**src/rcs_params.svh**
```systemverilog
`ifndef RCS_PARAMS_SVH
`define RCS_PARAMS_SVH
// Functional notes
// - Pin, clock-unit and core reset outputs are driven independently.
// - Synchronous sources wait for the current bus cycle to end, even when locked.
// - Pending synchronous reset forces the bus monitor on to end stuck cycles.
// - Only byte or word transfers are guaranteed valid under synchronous reset.
// - Asynchronous sources reset the system immediately; a reset instruction, rise wait or pending synchronous reset goes to RCS_IDLE first.
// - External pin low holds core reset; then drive both low 512 more cycles.
// - Other sources drive the pin at least 512 cycles and while asserted.
// - Pin and clock loss synchronous; others asynchronous; instruction drives pin only.
// - After internal reset wait 14 cycles, sample pin, then release vector fetch.
// - During reset bus outputs float or sit at their inactive level.
// - On release drive controls inactive, data read, address driven, start fetch.
// - Reset terminates the bus cycle in progress and readies the reset exception.
// - Reset instruction drives the pin 512 cycles, leaving internal state alone.
// - Cause of the latest reset is kept readable as status.

`define RCS_CLK_PERIOD_PS 5000
`define RCS_STRETCH_CYCLES 512
`define RCS_RISE_CYCLES 14
`define RCS_EXT_MIN_CYCLES 590
`define RCS_CNT_W 10
`define RCS_CAUSE_W 6
`define RCS_CAUSE_EXT 6'h01
`define RCS_CAUSE_POW 6'h02
`define RCS_CAUSE_WDG 6'h04
`define RCS_CAUSE_DBF 6'h08
`define RCS_CAUSE_LOC 6'h10
`define RCS_CAUSE_INS 6'h20
`define RCS_CAUSE_RST 6'h02
`endif

```
**src/rcs_pkg.sv**
```systemverilog
`include "rcs_params.svh"
package rcs_pkg;
   typedef enum logic [4:0] {
      RCS_IDLE = 5'h01,
      RCS_WAIT_BUS = 5'h02,
      RCS_HOLD = 5'h04,
      RCS_RISE = 5'h08,
      RCS_INSTR = 5'h10
   } rcs_state_t;
endpackage

```
**src/rcs_pin_sync.sv**
```systemverilog
`timescale 1ns/1ps
module rcs_pin_sync (
   input wire logic i_core_clk,
   input wire logic i_reset,
   input wire logic i_pin,
   output logic o_level
);
   logic [2:0] sync_q;
   logic [2:0] sync_d;
   logic level_q;
   logic level_d;

   always_comb begin
      sync_d = {sync_q[1:0], i_pin};
      level_d = level_q;
      if (sync_q[2] == sync_q[1]) begin
         level_d = sync_q[2];
      end
   end

   always_ff @(posedge i_core_clk) begin
      if (i_reset) begin
         sync_q <= 3'h7;
         level_q <= 1'b1;
      end else begin
         sync_q <= sync_d;
         level_q <= level_d;
      end
   end

   assign o_level = level_q;
endmodule

```
**src/rcs_reset_control_sequencer.sv**
```systemverilog
`timescale 1ns/1ps
`include "rcs_params.svh"
module rcs_reset_control_sequencer (
   input wire logic i_core_clk,
   input wire logic i_reset,
   input wire logic i_reset_pin_in,
   input wire logic i_power_up_req,
   input wire logic i_watchdog_req,
   input wire logic i_double_fault_req,
   input wire logic i_clock_loss_req,
   input wire logic i_reset_instr_req,
   input wire logic i_bus_cycle_active,
   input wire logic i_locked_rmw_flag,
   output logic o_reset_pin_out,
   output logic o_reset_pin_oe_n,
   output logic o_pin_reset_drive,
   output logic o_clock_unit_reset,
   output logic o_core_reset,
   output logic o_bus_monitor_force,
   output logic o_bus_terminate,
   output logic o_bus_tristate,
   output logic o_vector_fetch_start,
   output logic [`RCS_CAUSE_W-1:0] o_reset_cause,
   output rcs_pkg::rcs_state_t o_state
);
   import rcs_pkg::*;

   // ----------------------------------------------------------------
   // Pin synchroniser.
   // ----------------------------------------------------------------
   logic pin_level;

   rcs_pin_sync u_pin_sync (
      .i_core_clk(i_core_clk),
      .i_reset(i_reset),
      .i_pin(i_reset_pin_in),
      .o_level(pin_level)
   );

   // ----------------------------------------------------------------
   // Sequencer.
   // ----------------------------------------------------------------
   rcs_state_t state_q;
   rcs_state_t state_d;
   logic [`RCS_CNT_W-1:0] cnt_q;
   logic [`RCS_CNT_W-1:0] cnt_d;
   logic [`RCS_CAUSE_W-1:0] cause_q;
   logic [`RCS_CAUSE_W-1:0] cause_d;
   logic pin_drive_q;
   logic pin_drive_d;
   logic clk_rst_q;
   logic clk_rst_d;
   logic core_rst_q;
   logic core_rst_d;
   logic mon_q;
   logic mon_d;
   logic term_q;
   logic term_d;
   logic tri_q;
   logic tri_d;
   logic fetch_q;
   logic fetch_d;
   logic pin_oe_n_q;
   logic pin_oe_n_d;
   logic ext_low;
   logic async_req;
   logic sync_req;
   logic src_active;

   always_comb begin
      // A low level on the pin that we are not driving ourselves is an outside reset.
      ext_low = !pin_level && !pin_drive_q;
      async_req = i_power_up_req || i_watchdog_req || i_double_fault_req;
      sync_req = ext_low || i_clock_loss_req;
      src_active = async_req || i_clock_loss_req;
      state_d = state_q;
      cnt_d = cnt_q;
      cause_d = cause_q;
      pin_drive_d = pin_drive_q;
      clk_rst_d = clk_rst_q;
      core_rst_d = core_rst_q;
      mon_d = 1'b0;
      term_d = 1'b0;
      tri_d = tri_q;
      fetch_d = 1'b0;
      unique case (state_q)
         RCS_IDLE: begin
            if (async_req) begin
               state_d = RCS_HOLD;
               cnt_d = '0;
               pin_drive_d = 1'b1;
               clk_rst_d = 1'b1;
               core_rst_d = 1'b1;
               tri_d = 1'b1;
               term_d = 1'b1;
               cause_d = i_power_up_req ? `RCS_CAUSE_POW :
                  (i_watchdog_req ? `RCS_CAUSE_WDG : `RCS_CAUSE_DBF);
            end else if (sync_req) begin
               state_d = RCS_WAIT_BUS;
               mon_d = 1'b1;
               cause_d = ext_low ? `RCS_CAUSE_EXT : `RCS_CAUSE_LOC;
            end else if (i_reset_instr_req) begin
               state_d = RCS_INSTR;
               cnt_d = '0;
               pin_drive_d = 1'b1;
               cause_d = `RCS_CAUSE_INS;
            end
         end
         RCS_WAIT_BUS: begin
            mon_d = 1'b1;
            if (async_req) begin
               state_d = RCS_IDLE;
            end else if (!i_bus_cycle_active) begin
               state_d = RCS_HOLD;
               cnt_d = '0;
               mon_d = 1'b0;
               pin_drive_d = !ext_low;
               clk_rst_d = 1'b1;
               core_rst_d = 1'b1;
               tri_d = 1'b1;
               term_d = 1'b1;
            end
         end
         RCS_HOLD: begin
            // An outside pin hold restarts the stretch once the pin is released.
            if (ext_low) begin
               cnt_d = '0;
            end else if (src_active) begin
               cnt_d = '0;
               pin_drive_d = 1'b1;
            end else if (!pin_drive_q) begin
               // The first released cycle takes the pin over so the full stretch is driven.
               pin_drive_d = 1'b1;
            end else if (cnt_q == `RCS_CNT_W'(`RCS_STRETCH_CYCLES - 1)) begin
               state_d = RCS_RISE;
               cnt_d = '0;
               pin_drive_d = 1'b0;
               clk_rst_d = 1'b0;
            end else begin
               cnt_d = cnt_q + 1'b1;
               pin_drive_d = 1'b1;
            end
         end
         RCS_RISE: begin
            if (cnt_q == `RCS_CNT_W'(`RCS_RISE_CYCLES - 1)) begin
               if (ext_low) begin
                  state_d = RCS_HOLD;
                  cnt_d = '0;
                  cause_d = `RCS_CAUSE_EXT;
               end else begin
                  state_d = RCS_IDLE;
                  core_rst_d = 1'b0;
                  tri_d = 1'b0;
                  fetch_d = 1'b1;
               end
            end else begin
               cnt_d = cnt_q + 1'b1;
            end
         end
         RCS_INSTR: begin
            // After the pin is let go, the rise time passes before an outside low is believed.
            if (cnt_q == `RCS_CNT_W'(`RCS_STRETCH_CYCLES + `RCS_RISE_CYCLES - 1)) begin
               state_d = RCS_IDLE;
            end else begin
               cnt_d = cnt_q + 1'b1;
               if (cnt_q == `RCS_CNT_W'(`RCS_STRETCH_CYCLES - 1)) begin
                  pin_drive_d = 1'b0;
               end
            end
         end
         default: begin
            state_d = RCS_IDLE;
         end
      endcase
      pin_oe_n_d = !pin_drive_d;
   end

   always_ff @(posedge i_core_clk) begin
      if (i_reset) begin
         state_q <= RCS_IDLE;
         cnt_q <= '0;
         cause_q <= `RCS_CAUSE_RST;
         pin_drive_q <= 1'b0;
         clk_rst_q <= 1'b0;
         core_rst_q <= 1'b0;
         mon_q <= 1'b0;
         term_q <= 1'b0;
         tri_q <= 1'b0;
         fetch_q <= 1'b0;
         pin_oe_n_q <= 1'b1;
      end else begin
         state_q <= state_d;
         cnt_q <= cnt_d;
         cause_q <= cause_d;
         pin_drive_q <= pin_drive_d;
         clk_rst_q <= clk_rst_d;
         core_rst_q <= core_rst_d;
         mon_q <= mon_d;
         term_q <= term_d;
         tri_q <= tri_d;
         fetch_q <= fetch_d;
         pin_oe_n_q <= pin_oe_n_d;
      end
   end

   assign o_reset_pin_out = 1'b0;
   assign o_reset_pin_oe_n = pin_oe_n_q;
   assign o_pin_reset_drive = pin_drive_q;
   assign o_clock_unit_reset = clk_rst_q;
   assign o_core_reset = core_rst_q;
   assign o_bus_monitor_force = mon_q;
   assign o_bus_terminate = term_q;
   assign o_bus_tristate = tri_q;
   assign o_vector_fetch_start = fetch_q;
   assign o_reset_cause = cause_q;
   assign o_state = state_q;

   // ----------------------------------------------------------------
   // Assertions.
   // ----------------------------------------------------------------
   property p_instr_keeps_core;
      @(posedge i_core_clk) disable iff (i_reset)
      (state_q == RCS_INSTR) |-> !core_rst_q && !clk_rst_q;
   endproperty
   a_instr_keeps_core: assert property (p_instr_keeps_core)
      else $error("Reset instruction disturbed internal resets.");

   property p_instr_len;
      @(posedge i_core_clk) disable iff (i_reset)
      (state_q == RCS_IDLE && state_d == RCS_INSTR) |=> pin_drive_q [*8];
   endproperty
   a_instr_len: assert property (p_instr_len)
      else $error("Reset instruction pin drive too short.");

   property p_async_now;
      @(posedge i_core_clk) disable iff (i_reset)
      (state_q == RCS_IDLE && async_req) |=> core_rst_q && clk_rst_q && pin_drive_q;
   endproperty
   a_async_now: assert property (p_async_now)
      else $error("Asynchronous source did not reset at once.");

   property p_sync_waits;
      @(posedge i_core_clk) disable iff (i_reset)
      (state_q == RCS_WAIT_BUS && i_bus_cycle_active && !async_req) |=> !core_rst_q;
   endproperty
   a_sync_waits: assert property (p_sync_waits)
      else $error("Synchronous reset taken mid cycle.");

   property p_locked_waits;
      @(posedge i_core_clk) disable iff (i_reset)
      (state_q == RCS_WAIT_BUS && i_locked_rmw_flag && i_bus_cycle_active && !async_req)
         |=> (state_q == RCS_WAIT_BUS) && !pin_drive_q;
   endproperty
   a_locked_waits: assert property (p_locked_waits)
      else $error("Synchronous reset taken inside locked sequence.");

   property p_monitor_on;
      @(posedge i_core_clk) disable iff (i_reset)
      (state_q == RCS_WAIT_BUS && state_d == RCS_WAIT_BUS) |=> mon_q;
   endproperty
   a_monitor_on: assert property (p_monitor_on)
      else $error("Bus monitor not forced during pending reset.");

   property p_hold_tri;
      @(posedge i_core_clk) disable iff (i_reset)
      (state_q == RCS_HOLD) |-> tri_q && core_rst_q;
   endproperty
   a_hold_tri: assert property (p_hold_tri)
      else $error("Bus not floated during reset.");

   property p_src_pin;
      @(posedge i_core_clk) disable iff (i_reset)
      (state_q == RCS_HOLD && src_active && !ext_low) |=> pin_drive_q;
   endproperty
   a_src_pin: assert property (p_src_pin)
      else $error("Pin released while source asserted.");

   property p_fetch;
      @(posedge i_core_clk) disable iff (i_reset)
      fetch_q |-> !core_rst_q && !tri_q && $past(state_q == RCS_RISE);
   endproperty
   a_fetch: assert property (p_fetch)
      else $error("Vector fetch without rise wait.");

   c_instr: cover property (@(posedge i_core_clk) state_q == RCS_INSTR);
   c_fetch: cover property (@(posedge i_core_clk) fetch_q);
   c_wait: cover property (@(posedge i_core_clk) state_q == RCS_WAIT_BUS);
endmodule

```
**config.mk**
```make
export PLATFORM = sky130hd
export DESIGN_NAME = rcs_reset_control_sequencer
export DESIGN_NICKNAME = d
export VERILOG_FILES = /design/src/rcs_pkg.sv /design/src/rcs_pin_sync.sv /design/src/rcs_reset_control_sequencer.sv
export VERILOG_INCLUDE_DIRS = /design/src
export SDC_FILE = /design/constraint.sdc
export NUM_CORES = 1
export LEC_CHECK = 0
export BUFFER_PORTS_ARGS = -buffer_cell sky130_fd_sc_hd__buf_2
export CELL_PAD_IN_SITES_DETAIL_PLACEMENT = 1
export CELL_PAD_IN_SITES_GLOBAL_PLACEMENT = 1
export CORE_UTILIZATION = 41
export DETAILED_ROUTE_END_ITERATION = 12
export GPL_ROUTABILITY_DRIVEN = 0
export PLACE_DENSITY_LB_ADDON = 0.1
export RECOVER_POWER = 100
export SLEW_MARGIN = 20
export SYNTH_ARGS = -nofsm -noshare
export SYNTH_HDL_FRONTEND = slang
export SYNTH_SLANG_ARGS = --single-unit
```
**constraint.sdc**
```tcl
create_clock -name i_core_clk -period 2.9 [get_ports i_core_clk]
set_clock_uncertainty 0.2 [all_clocks]
set_input_delay 0.29 -clock i_core_clk [delete_from_list [all_inputs] [get_ports i_core_clk]]
set_output_delay 0.29 -clock i_core_clk [all_outputs]
set_load 0.005 [all_outputs]
```
==> results.yml, run 1 <==
yosys:
  yosysUniqueCellTypes: 62
  synth-edff-count: 0
  async_reset_ff_share_pct: 0
  syn_nets: 225
  ys_seq_area_share_pct: 36.11
  yosys_warnings: 0
  synth_top_flop_cell: "dfxtp_1"
  syn_inst: 213
  avgSynthCellArea_um2: 8.330
  synth-seq-cells: 32
  netlist_area_mm2: 0.001774
routing:
  wl_um: 5174
  viasPerCell: 6.058
  route.detailed.drc: 0
  drt-pass1-iter-count: 4
  wl_per_cell_um: 17.54
  vias: 1787
  first_iter_violations: 104
  final_antenna_net_count: 0
die:
  core_area_mm2: 0.004086
  io_pins: 30
  die_area_mm2: 0.004594
  rows: 23
  dieHeight_um: 67.78
  die-width_um: 67.78
  start_util_pct: 43.42
clock_network:
  cts_tree: "built"
  h-tree-depth: 2
  clkTransAtPathRegs_ns: 0.07
  cts_max_path_buffers: 2
  clock-sinks: 32
  clk_latency_ns: 0.29
  root_buffer: "clkbuf_8"
  post_cts_buffers: 0
  cts_made_buffers: 5
sta:
  layout_setup_ws_ns: 0.2494
  slew_headroom_pct: -0.1770
  drv_slew: 32
  min_period_ns: 2.651
  max_freq_mhz: 377.3
  rsz0062_at_grt: "false"
  setup_viol: 0
  tns_ns: 0
  finalHoldViolations: 0
  period_share_pct: 91.40
  tightest_slew_ns: 1.503
setup_path:
  path_depth: 6
  crit_chain: "nor2_1 > nand3_1 > o221ai_1 > nand4_2 > or4_1 > o211ai_2"
  cp_num_buf_inv: 0
  critPathCaptureType: "register"
  cpPeakStageDelay_ns: 0.49
  crit_required_ns: 2.91
  cp-start-kind: "register"
  cpMaxStageDelayCell: "or4_1"
  crit_family: "simple AND/OR/NAND/NOR gates"
  r2r_cells: 6
  arrival_ns: 2.66
  crit_type: "register to register"
  cp_max_fo: 11
global_route:
  grt_use_total_pct: 24.97
  grt_max_degree: 33
  grt_pass1_wl_um: 8362
  first_global_vias: 1770
  overflow: 0
  antenna_found_initial: 0
run_status:
  violations: "max-capacitance violations, max-slew violations"
  status: "finished with violations"
finish:
  drive_gt1_share_pct: 15.51
  final_net_count: 256
  final_area_mm2: 0.002046
  seqCellArea_um2: 640.6
  multi_input_area_mm2: 0.001022
  antennaDiodeCount: 0
  fill_cells: 539
  syn_to_final_growth_pct: 15.30
power:
  powerDensity_mw_per_mm2: 592.1
  total_power_w: 0.001211
  p_leak_nw: 0.7705
  peakVddDrop_uv: 268.9
hold_path:
  min_path_type: "primary input to register"
  whs_path_depth: 2
place:
  port_buffers: 27
  place_area_mm2: 0.001959
  hpwl_um: 3741
  dpl_worst_slack_ns: 0.3102
flow_run:
  drv_cap: 1
final cells by class:
cell class                      instances  share of cell area (%)
Inverter                               10                   1.835
Multi-Input combinational cell        162                   49.97
Clock buffer                            7                   4.709
Timing Repair Buffer                   33                   7.645
Sequential cell                        32                   31.31
Tap cell                               50                   3.058
Clock inverter                          1                   1.468
where the power goes:
part | total (W) | leakage [nW] | internal (W) | switching, W
logic | 0.000236 | 0.445 | 0.0000903 | 0.000146
registers | 0.000500 | 0.261 | 0.000469 | 0.0000319
clock network | 0.000475 | 0.0645 | 0.000303 | 0.000172
registers in the layout (all words and copies together), names as in the netlist, named ones only:
name                  count
o_bus_tristate            1
o_bus_monitor_force       1
o_reset_pin_oe_n          1
o_clock_unit_reset        1
o_vector_fetch_start      1
o_state                   5
u_pin_sync.sync_q         3
o_reset_cause             6
u_pin_sync.o_level        1
o_bus_terminate           1
cnt_q                    10
layer usage:
layer / GRT usage, % / share of wire (%)
met5: 0 / 0
met4: 13.02 / 2.2
met3: 7.095 / 4.6
met2: 40.35 / 48
met1: 29.79 / 45
cell usage after synthesis, types with 2 or more instances:
cell | n | share of area, %
nor2_1 | 17 | 3.6
a31oi_1 | 3 | 1.1
and2_1 | 3 | 1.1
nor2b_1 | 4 | 1.4
nand4_1 | 4 | 1.4
a22oi_1 | 2 | 0.85
o32ai_1 | 2 | 0.99
o22ai_1 | 2 | 0.71
nor3_1 | 3 | 0.85
a211oi_1 | 3 | 1.3
o211ai_2 | 2 | 1.4
a21oi_1 | 13 | 3.7
buf_4 | 2 | 0.85
a21oi_2 | 2 | 0.99
or2_2 | 4 | 1.4
and3_1 | 5 | 1.8
nand3b_1 | 2 | 0.85
nor4_1 | 3 | 1.1
inv_1 | 10 | 2.1
o31ai_1 | 2 | 0.85
o211ai_1 | 3 | 1.3
or3_1 | 5 | 1.8
dfxtp_1 | 32 | 36
nand2_1 | 17 | 3.6
ha_1 | 2 | 1.4
nor3b_1 | 2 | 0.85
a32oi_1 | 2 | 0.99
or4_1 | 3 | 1.3
o21ai_0 | 11 | 3.1
clkbuf_1 | 5 | 1.1
nand3_1 | 12 | 3.4
path summary, 6_finish.rpt:
| path | slack [ns] | from | endpoint |
|---|---|---|---|
| max | 0.25 | o_state[0]$_SDFFE_PP1P_ | cnt_q[9]$_SDFFE_PP0P_ |
| min | 0.11 | i_power_up_req | o_reset_cause[1]$_SDFFE_PP1P_ |
| max reg2reg | 0.25 | o_state[0]$_SDFFE_PP1P_ | cnt_q[9]$_SDFFE_PP0P_ |
| min reg2reg | 0.21 | u_pin_sync.sync_q[0]$_SDFF_PP1_ | u_pin_sync.sync_q[1]$_SDFF_PP1_ |
metrics by stage:
stage	util [%]	cells	hold WS (ns)
global route	50.06	295	0.1052
finish	50.06	295	0.1142
CTS	51.29	295	0.09311
detailed placement	47.95	286	0.2048
global placement	47.95	286	0.1913
floorplan	-	213	0.1895
cells by family after synthesis:
kind of cell,count (synthesis),share of synthesized area [%]
AO/OA/AOI/OAI,63,26.52
XOR/XNOR,1,0.4937
adder cells (fa/ha/maj),2,1.410
buffers and inverters,19,4.936
flip-flops,32,36.11
other,1,0.2114
AND/OR/NAND/NOR,95,30.32
what timing repair did:
action / 4_1_cts / 5_1_grt
hold buffers: 1 / 0
gates resized for setup: 0 / 0
hold endpoints to repair: 1 / 0
placed cells by master (no fill, tap or decap), types with 5 or more instances in the layout:
cell	n
dfxtp_1	32
nand2_1	17
nor2_1	17
clkbuf_1	17
a21oi_1	14
nand3_1	13
o21ai_0	12
buf_2	12
inv_1	10
clkbuf_8	7
or3_1	5
and3_1	5
(Power assumes the default switching activity.)
==> run 2, diff against run 1 <==
--- a/config.mk
+++ b/config.mk
@@ -9,7 +9,8 @@
 export BUFFER_PORTS_ARGS = -buffer_cell sky130_fd_sc_hd__buf_2
 export CELL_PAD_IN_SITES_DETAIL_PLACEMENT = 1
 export CELL_PAD_IN_SITES_GLOBAL_PLACEMENT = 1
-export CORE_UTILIZATION = 41
+export CORE_UTILIZATION = 43
+export CTS_BUF_LIST = sky130_fd_sc_hd__clkbuf_4 sky130_fd_sc_hd__clkbuf_8
 export DETAILED_ROUTE_END_ITERATION = 12
 export GPL_ROUTABILITY_DRIVEN = 0
 export PLACE_DENSITY_LB_ADDON = 0.1
==> results.yml, run 2 (same netlist as run 1, synthesis figures left out) <==
place:
  place_area_mm2: 0.001957
  port_buffers: 27
  hpwl_um: 3706
clock_network:
  post_cts_buffers: 0
  h-tree-depth: 2
  cts_tree: "built"
  cts_max_path_buffers: 2
  cts_made_buffers: 5
  clock-sinks: 32
  clkTransAtPathRegs_ns: 0.07
  clk_latency_ns: 0.29
  root_buffer: "clkbuf_8"
  cts_resized: 0
die:
  die-width_um: 66.24
  die_area_mm2: 0.004387
  io_pins: 30
  rows: 22
  core_area_mm2: 0.003799
  start_util_pct: 46.71
  dieHeight_um: 66.24
sta:
  tns_ns: 0
  max_freq_mhz: 373.8
  drv_slew: 0
  min_period_ns: 2.675
  slew_headroom_pct: 2.297
  period_share_pct: 92.25
  rsz0062_at_grt: "false"
  tightest_slew_ns: 1.466
  finalHoldViolations: 0
  setup_viol: 0
routing:
  vias: 1762
  wl_um: 5196
  viasPerCell: 6.014
  wl_per_cell_um: 17.73
  final_antenna_net_count: 0
  route.detailed.drc: 0
  first_iter_violations: 121
  drt-pass1-iter-count: 4
power:
  powerDensity_mw_per_mm2: 588.6
  p_leak_nw: 0.7897
  peakVddDrop_uv: 329.4
finish:
  final_net_count: 256
  syn_to_final_growth_pct: 16.29
  final_area_mm2: 0.002063
  largest_register_ffs: 10
  seqCellArea_um2: 640.6
  final_common_cell: "dfxtp_1"
  antennaDiodeCount: 0
  top_register: "cnt_q"
  drive_gt1_share_pct: 18.37
  multi_input_area_mm2: 0.001037
  mostFrequentLayoutCells: "dfxtp_1, nand2_1, nor2_1"
  fill_cells: 469
hold_path:
  min_from: "i_power_up_req"
  worst_hold_path.endpoint: "o_reset_cause[1]$_SDFFE_PP1P_"
  whs_path_depth: 2
  min_path_type: "primary input to register"
setup_path:
  cp-start-kind: "register"
  crit_type: "register to register"
  reg2reg_from: "cnt_q[5]$_SDFFE_PP0P_"
  r2r_end: "cnt_q[2]$_SDFFE_PP0P_"
  arrival_ns: 2.57
  cp_max_fo: 8
  r2r_cells: 6
  critPathCaptureType: "register"
  crit_required_ns: 2.80
  r2r_slack_ns: 0.22
global_route:
  overflow: 0
  grt_max_degree: 33
  first_global_vias: 1809
  antenna_found_initial: 0
  grt_use_total_pct: 26.65
  grt_pass1_wl_um: 8818
flow_run:
  drv_cap: 0
run_status:
  status: "completed"
## run 2: layout make-up
class	count	share of cell area, %
clock inverters	1	1.455
inverters	10	1.819
clock buffers	7	4.669
well taps	48	2.911
flip-flops and latches	32	31.05
repair buffers	33	7.823
multi-input cells	162	50.27
## run 2: worst max-delay path by stage
stage / start / endpoint / slack [ns] / cells after the start
final: cnt_q[5]$_SDFFE_PP0P_ / cnt_q[2]$_SDFFE_PP0P_ / 0.22 / 6
after global routing: cnt_q[5]$_SDFFE_PP0P_ / cnt_q[2]$_SDFFE_PP0P_ / 0.05 / 6
after CTS: o_state[3]$_SDFFE_PP0P_ / cnt_q[9]$_SDFFE_PP0P_ / 0.26 / 6
after detailed placement: o_state[3]$_SDFFE_PP0P_ / cnt_q[9]$_SDFFE_PP0P_ / 0.37 / 6
after global placement: i_double_fault_req / cnt_q[9]$_SDFFE_PP0P_ / 0.41 / 7
after floorplan: cnt_q[0]$_SDFFE_PP0P_ / o_clock_unit_reset$_SDFFE_PP0P_ / 0.64 / 7
## run 2: layer usage
| layer | vias up | part of all wire, % | global-route usage (%) |
|---|---|---|---|
| met2 | 33 | 50 | 45.66 |
| met4 | 0 | 2.3 | 10.90 |
| met5 | - | 0 | 0 |
| met3 | 14 | 3.1 | 5.172 |
| li1 | 861 | - | - |
| met1 | 854 | 45 | 32.29 |
## run 2: critical path, stage by stage (launching register included)
cell and delay (ns):
dfxtp_1 0.34, or4_4 0.56, o311ai_0 0.61, nand3_1 0.29, nand4_2 0.28, or3b_1 0.15, a21oi_1 0.06
## run 2: through the flow
stage	power [W]	hold slack (ns)	setup WS (ns)	instances	utilization, %
after detailed placement	0.0007521	0.2124	0.3734	284	51.52
final	0.001214	0.08935	0.2246	293	54.31
after floorplan	0.0006732	0.1895	0.6448	213	-
after global routing	0.001275	0.1112	0.05462	293	54.31
after CTS	0.001231	0.08761	0.2571	293	55.11
after global placement	0.0007383	0.1998	0.4100	284	51.52
## run 2: what timing repair did
| item | CTS | global route |
|---|---|---|
| setup endpoints to repair | 0 | 0 |
| hold buffers | 1 | 0 |
| endpoints found under the hold margin | 1 | 0 |
## run 2: report_power, final
part	total, W	leakage [nW]	internal (W)	switching (W)
logic	0.000238	0.464	0.0000912	0.000147
registers	0.000502	0.261	0.000469	0.0000332
clock network	0.000475	0.0645	0.000303	0.000172
==> run 3, diff against run 2 <==
--- a/config.mk
+++ b/config.mk
@@ -9,8 +9,7 @@
 export BUFFER_PORTS_ARGS = -buffer_cell sky130_fd_sc_hd__buf_2
 export CELL_PAD_IN_SITES_DETAIL_PLACEMENT = 1
 export CELL_PAD_IN_SITES_GLOBAL_PLACEMENT = 1
-export CORE_UTILIZATION = 43
-export CTS_BUF_LIST = sky130_fd_sc_hd__clkbuf_4 sky130_fd_sc_hd__clkbuf_8
+export CORE_UTILIZATION = 41
 export DETAILED_ROUTE_END_ITERATION = 12
 export GPL_ROUTABILITY_DRIVEN = 0
 export PLACE_DENSITY_LB_ADDON = 0.1
@@ -18,4 +17,5 @@
 export SLEW_MARGIN = 20
 export SYNTH_ARGS = -nofsm -noshare
 export SYNTH_HDL_FRONTEND = slang
+export SYNTH_HIERARCHICAL = 1
 export SYNTH_SLANG_ARGS = --single-unit
==> constraint.sdc (replaced) <==
create_clock -name i_core_clk -period 2.9 [get_ports i_core_clk]
set_clock_uncertainty 0.2 [all_clocks]
set_input_delay 0.145 -clock i_core_clk [delete_from_list [all_inputs] [get_ports i_core_clk]]
set_output_delay 0.145 -clock i_core_clk [all_outputs]
set_load 0.005 [all_outputs]
==> results.yml, run 3 <==
run_status:
  status: "completed"
global_route:
  grt_use_total_pct: 23.40
  grt_max_degree: 32
  overflow: 0
  grt_pass1_wl_um: 8052
  antenna_found_initial: 0
  first_global_vias: 1751
setup_path:
  r2r_slack_ns: 0.28
  cp_num_buf_inv: 3
  arrival_ns: 2.67
  cp-start-kind: "primary input"
  cp_max_fo: 8
  crit_chain: "dlygate4sd3_1 > clkbuf_1 > or3_1 > clkbuf_1 > nor3_1 > nand3_1 > or4_1 > a21oi_1"
  cpMostUsedCell: "clkbuf_1"
  cpPeakStageDelay_ns: 0.53
  r2r_end: "cnt_q[9]$_SDFFE_PP0P_"
  crit_family: "simple AND/OR/NAND/NOR gates"
  crit_required_ns: 2.91
  crit_type: "primary input to register"
  reg2reg_from: "o_state[3]$_SDFFE_PP0P_"
  cpMaxStageDelayCell: "dlygate4sd3_1"
  critPathCaptureType: "register"
  r2r_cells: 7
clock_network:
  post_cts_buffers: 0
  cts_made_buffers: 5
  clkTransAtPathRegs_ns: 0.07
  cts_resized: 0
  root_buffer: "clkbuf_8"
  cts_tree: "built"
  clock-sinks: 32
  h-tree-depth: 2
  cts_max_path_buffers: 2
  clk_latency_ns: 0.29
yosys:
  yosysTopAreaCell: "dfxtp_1"
  syn_inst: 228
  yosys.area.top_type_share_pct: 35.51
  yosysUniqueCellTypes: 56
  netlist_area_mm2: 0.001804
  syn_nets: 240
  yosys_warnings: 6
  synth_top_flop_cell: "dfxtp_1"
  async_reset_ff_share_pct: 0
  avgSynthCellArea_um2: 7.913
  ys_seq_area_share_pct: 35.51
  synth-seq-cells: 32
  yosysMostFrequentCell: "dfxtp_1"
  synth_commonest_cells: "dfxtp_1, nand2_1, nor2_1"
  synthTopCellsByArea: "dfxtp_1, a21oi_1, nand2_1, nor2_1, nor3_1"
  synth-edff-count: 0
routing:
  final_antenna_net_count: 0
  route.detailed.drc: 0
  vias: 1785
  wl_um: 4987
  first_iter_violations: 70
  viasPerCell: 5.795
  wl_per_cell_um: 16.19
  drt-pass1-iter-count: 5
sta:
  tightest_slew_ns: 0.6364
  drv_slew: 0
  holdWs_ns: 0.03344
  min_period_ns: 2.660
  rsz0062_at_grt: "false"
  finalHoldViolations: 0
  period_share_pct: 91.73
  max_freq_mhz: 375.9
  slew_headroom_pct: 57.58
  setup_viol: 0
  tns_ns: 0
place:
  port_buffers: 27
  hpwl_um: 3523
die:
  start_util_pct: 43.84
  die-width_um: 68.34
  die_area_mm2: 0.004670
  dieHeight_um: 68.34
  io_pins: 30
  core_area_mm2: 0.004115
  rows: 23
power:
  p_leak_nw: 0.7144
  powerDensity_mw_per_mm2: 532.6
  p_int_w: 0.0007320
  p_sw_share_pct: 32.98
  clkPwrFrac_pct: 32.1
  p_switching_w: 0.0003602
  p_comb_share_pct: 22.4
  seqPwrFrac_pct: 45.5
  peakVddDrop_uv: 201.8
hold_path:
  min_path_type: "primary input to register"
  min_from: "i_bus_cycle_active"
  whs_path_depth: 3
  worst_hold_path.endpoint: "o_state[1]$_SDFFE_PP0P_"
finish:
  top_register: "cnt_q"
  antennaDiodeCount: 0
  final_common_cell: "dfxtp_1"
  largest_register_ffs: 10
  syn_to_final_growth_pct: 13.66
  final_net_count: 269
  drive_gt1_share_pct: 12.79
  mostFrequentLayoutCells: "dfxtp_1, nor2_1, nand2_1"
flow_run:
  drv_cap: 0
run 3: cell count changes after synthesis, moves of 3 or more:
cell | before | now
nand2b_1 | 1 | 6
or4_1 | 3 | 7
a21oi_1 | 13 | 19
nand2_1 | 17 | 20
inv_1 | 10 | 5
nor4b_1 | 0 | 3
or2_1 | 0 | 3
nor3_1 | 3 | 13
nor2_1 | 17 | 20
and3_1 | 5 | 1
and2_1 | 3 | 0
run 3: worst reg2reg max path, stage by stage, from the launching register on:
cell	delay [ns]
dfxtp_1	0.53
or3_1	0.36
nor2_1	0.20
a22oi_1	0.24
nand4_1	0.13
buf_4	0.20
or4_1	0.51
a31oi_1	0.17
run 3: how the worst max path moves through the flow:
| stage | from | endpoint | slack (ns) | depth (start not counted) |
|---|---|---|---|---|
| 6_report | i_power_up_req | o_state[4]$_SDFFE_PP0P_ | 0.24 | 8 |
| 5_1_grt | i_power_up_req | o_state[4]$_SDFFE_PP0P_ | 0.07 | 8 |
| 4_1_cts | i_power_up_req | cnt_q[9]$_SDFFE_PP0P_ | 0.27 | 8 |
| 3_5_place_dp | cnt_q[5]$_SDFFE_PP0P_ | o_reset_cause[2]$_SDFFE_PP0P_ | 0.33 | 7 |
| 3_3_place_gp | cnt_q[5]$_SDFFE_PP0P_ | cnt_q[2]$_SDFFE_PP0P_ | 0.37 | 7 |
| 2_1_floorplan | o_state[3]$_SDFFE_PP0P_ | cnt_q[9]$_SDFFE_PP0P_ | 0.48 | 9 |
run 3: cell families (layout without fill, tap and decap cells):
logic type	count (synthesis)	in the layout	synth area share [%]
compound gates	60	60	21.71
buf+inv	20	50	5.964
fa+ha+maj	2	2	1.387
other cells	1	1	0.2078
simple gates	112	112	34.74
xor+xnor	1	1	0.4855
flops	32	32	35.51
run 3: repair_timing:
action                                  4_1_cts  5_1_grt
hold endpoints to repair                      2        0
hold buffers                                  2        0
endpoints found under the setup margin        0        0
run 3: layout make-up:
class / instances / area, um^2
tap: 50 / 62.56
sequential: 32 / 640.6
multi-input combinational: 176 / 1051
timing repair buffer: 37 / 190.2
fill: 543 / 2064
clock buffer: 5 / 68.82
clock inverter: 3 / 18.77
inverter: 5 / 18.77
run 3: metrics by stage:
stage          cell area [um^2]  utilization (%)  setup slack, ns  instances  total power (W)
2_1_floorplan              1804                -           0.4755        228        0.0006669
3_3_place_gp               1973            47.95           0.3705        298        0.0007494
3_5_place_dp               1973            47.95           0.3278        298        0.0007530
4_1_cts                    2081            50.56           0.2660        308         0.001099
5_1_grt                    2051            49.83          0.07160        308         0.001153
6_report                   2051            49.83           0.2399        308         0.001092
run 3: power by group through the flow:
stage | Combinational (W) | Clock [W] | Sequential [W]
final | 0.000245 | 0.000351 | 0.000497
after global routing | 0.000274 | 0.000375 | 0.000503
after CTS | 0.000251 | 0.000352 | 0.000496
after detailed placement | 0.000247 | 0 | 0.000506
after global placement | 0.000244 | 0 | 0.000505
after floorplan | 0.000173 | 0 | 0.000494
run 3: per-layer routing:
metal	wire length [um]	global-route usage, %	vias to the layer above
met5	0	0	-
met1	2390	28.60	834
met3	146	4.833	12
met4	131	10.16	0
met2	2318	39.22	36
li1	-	-	903
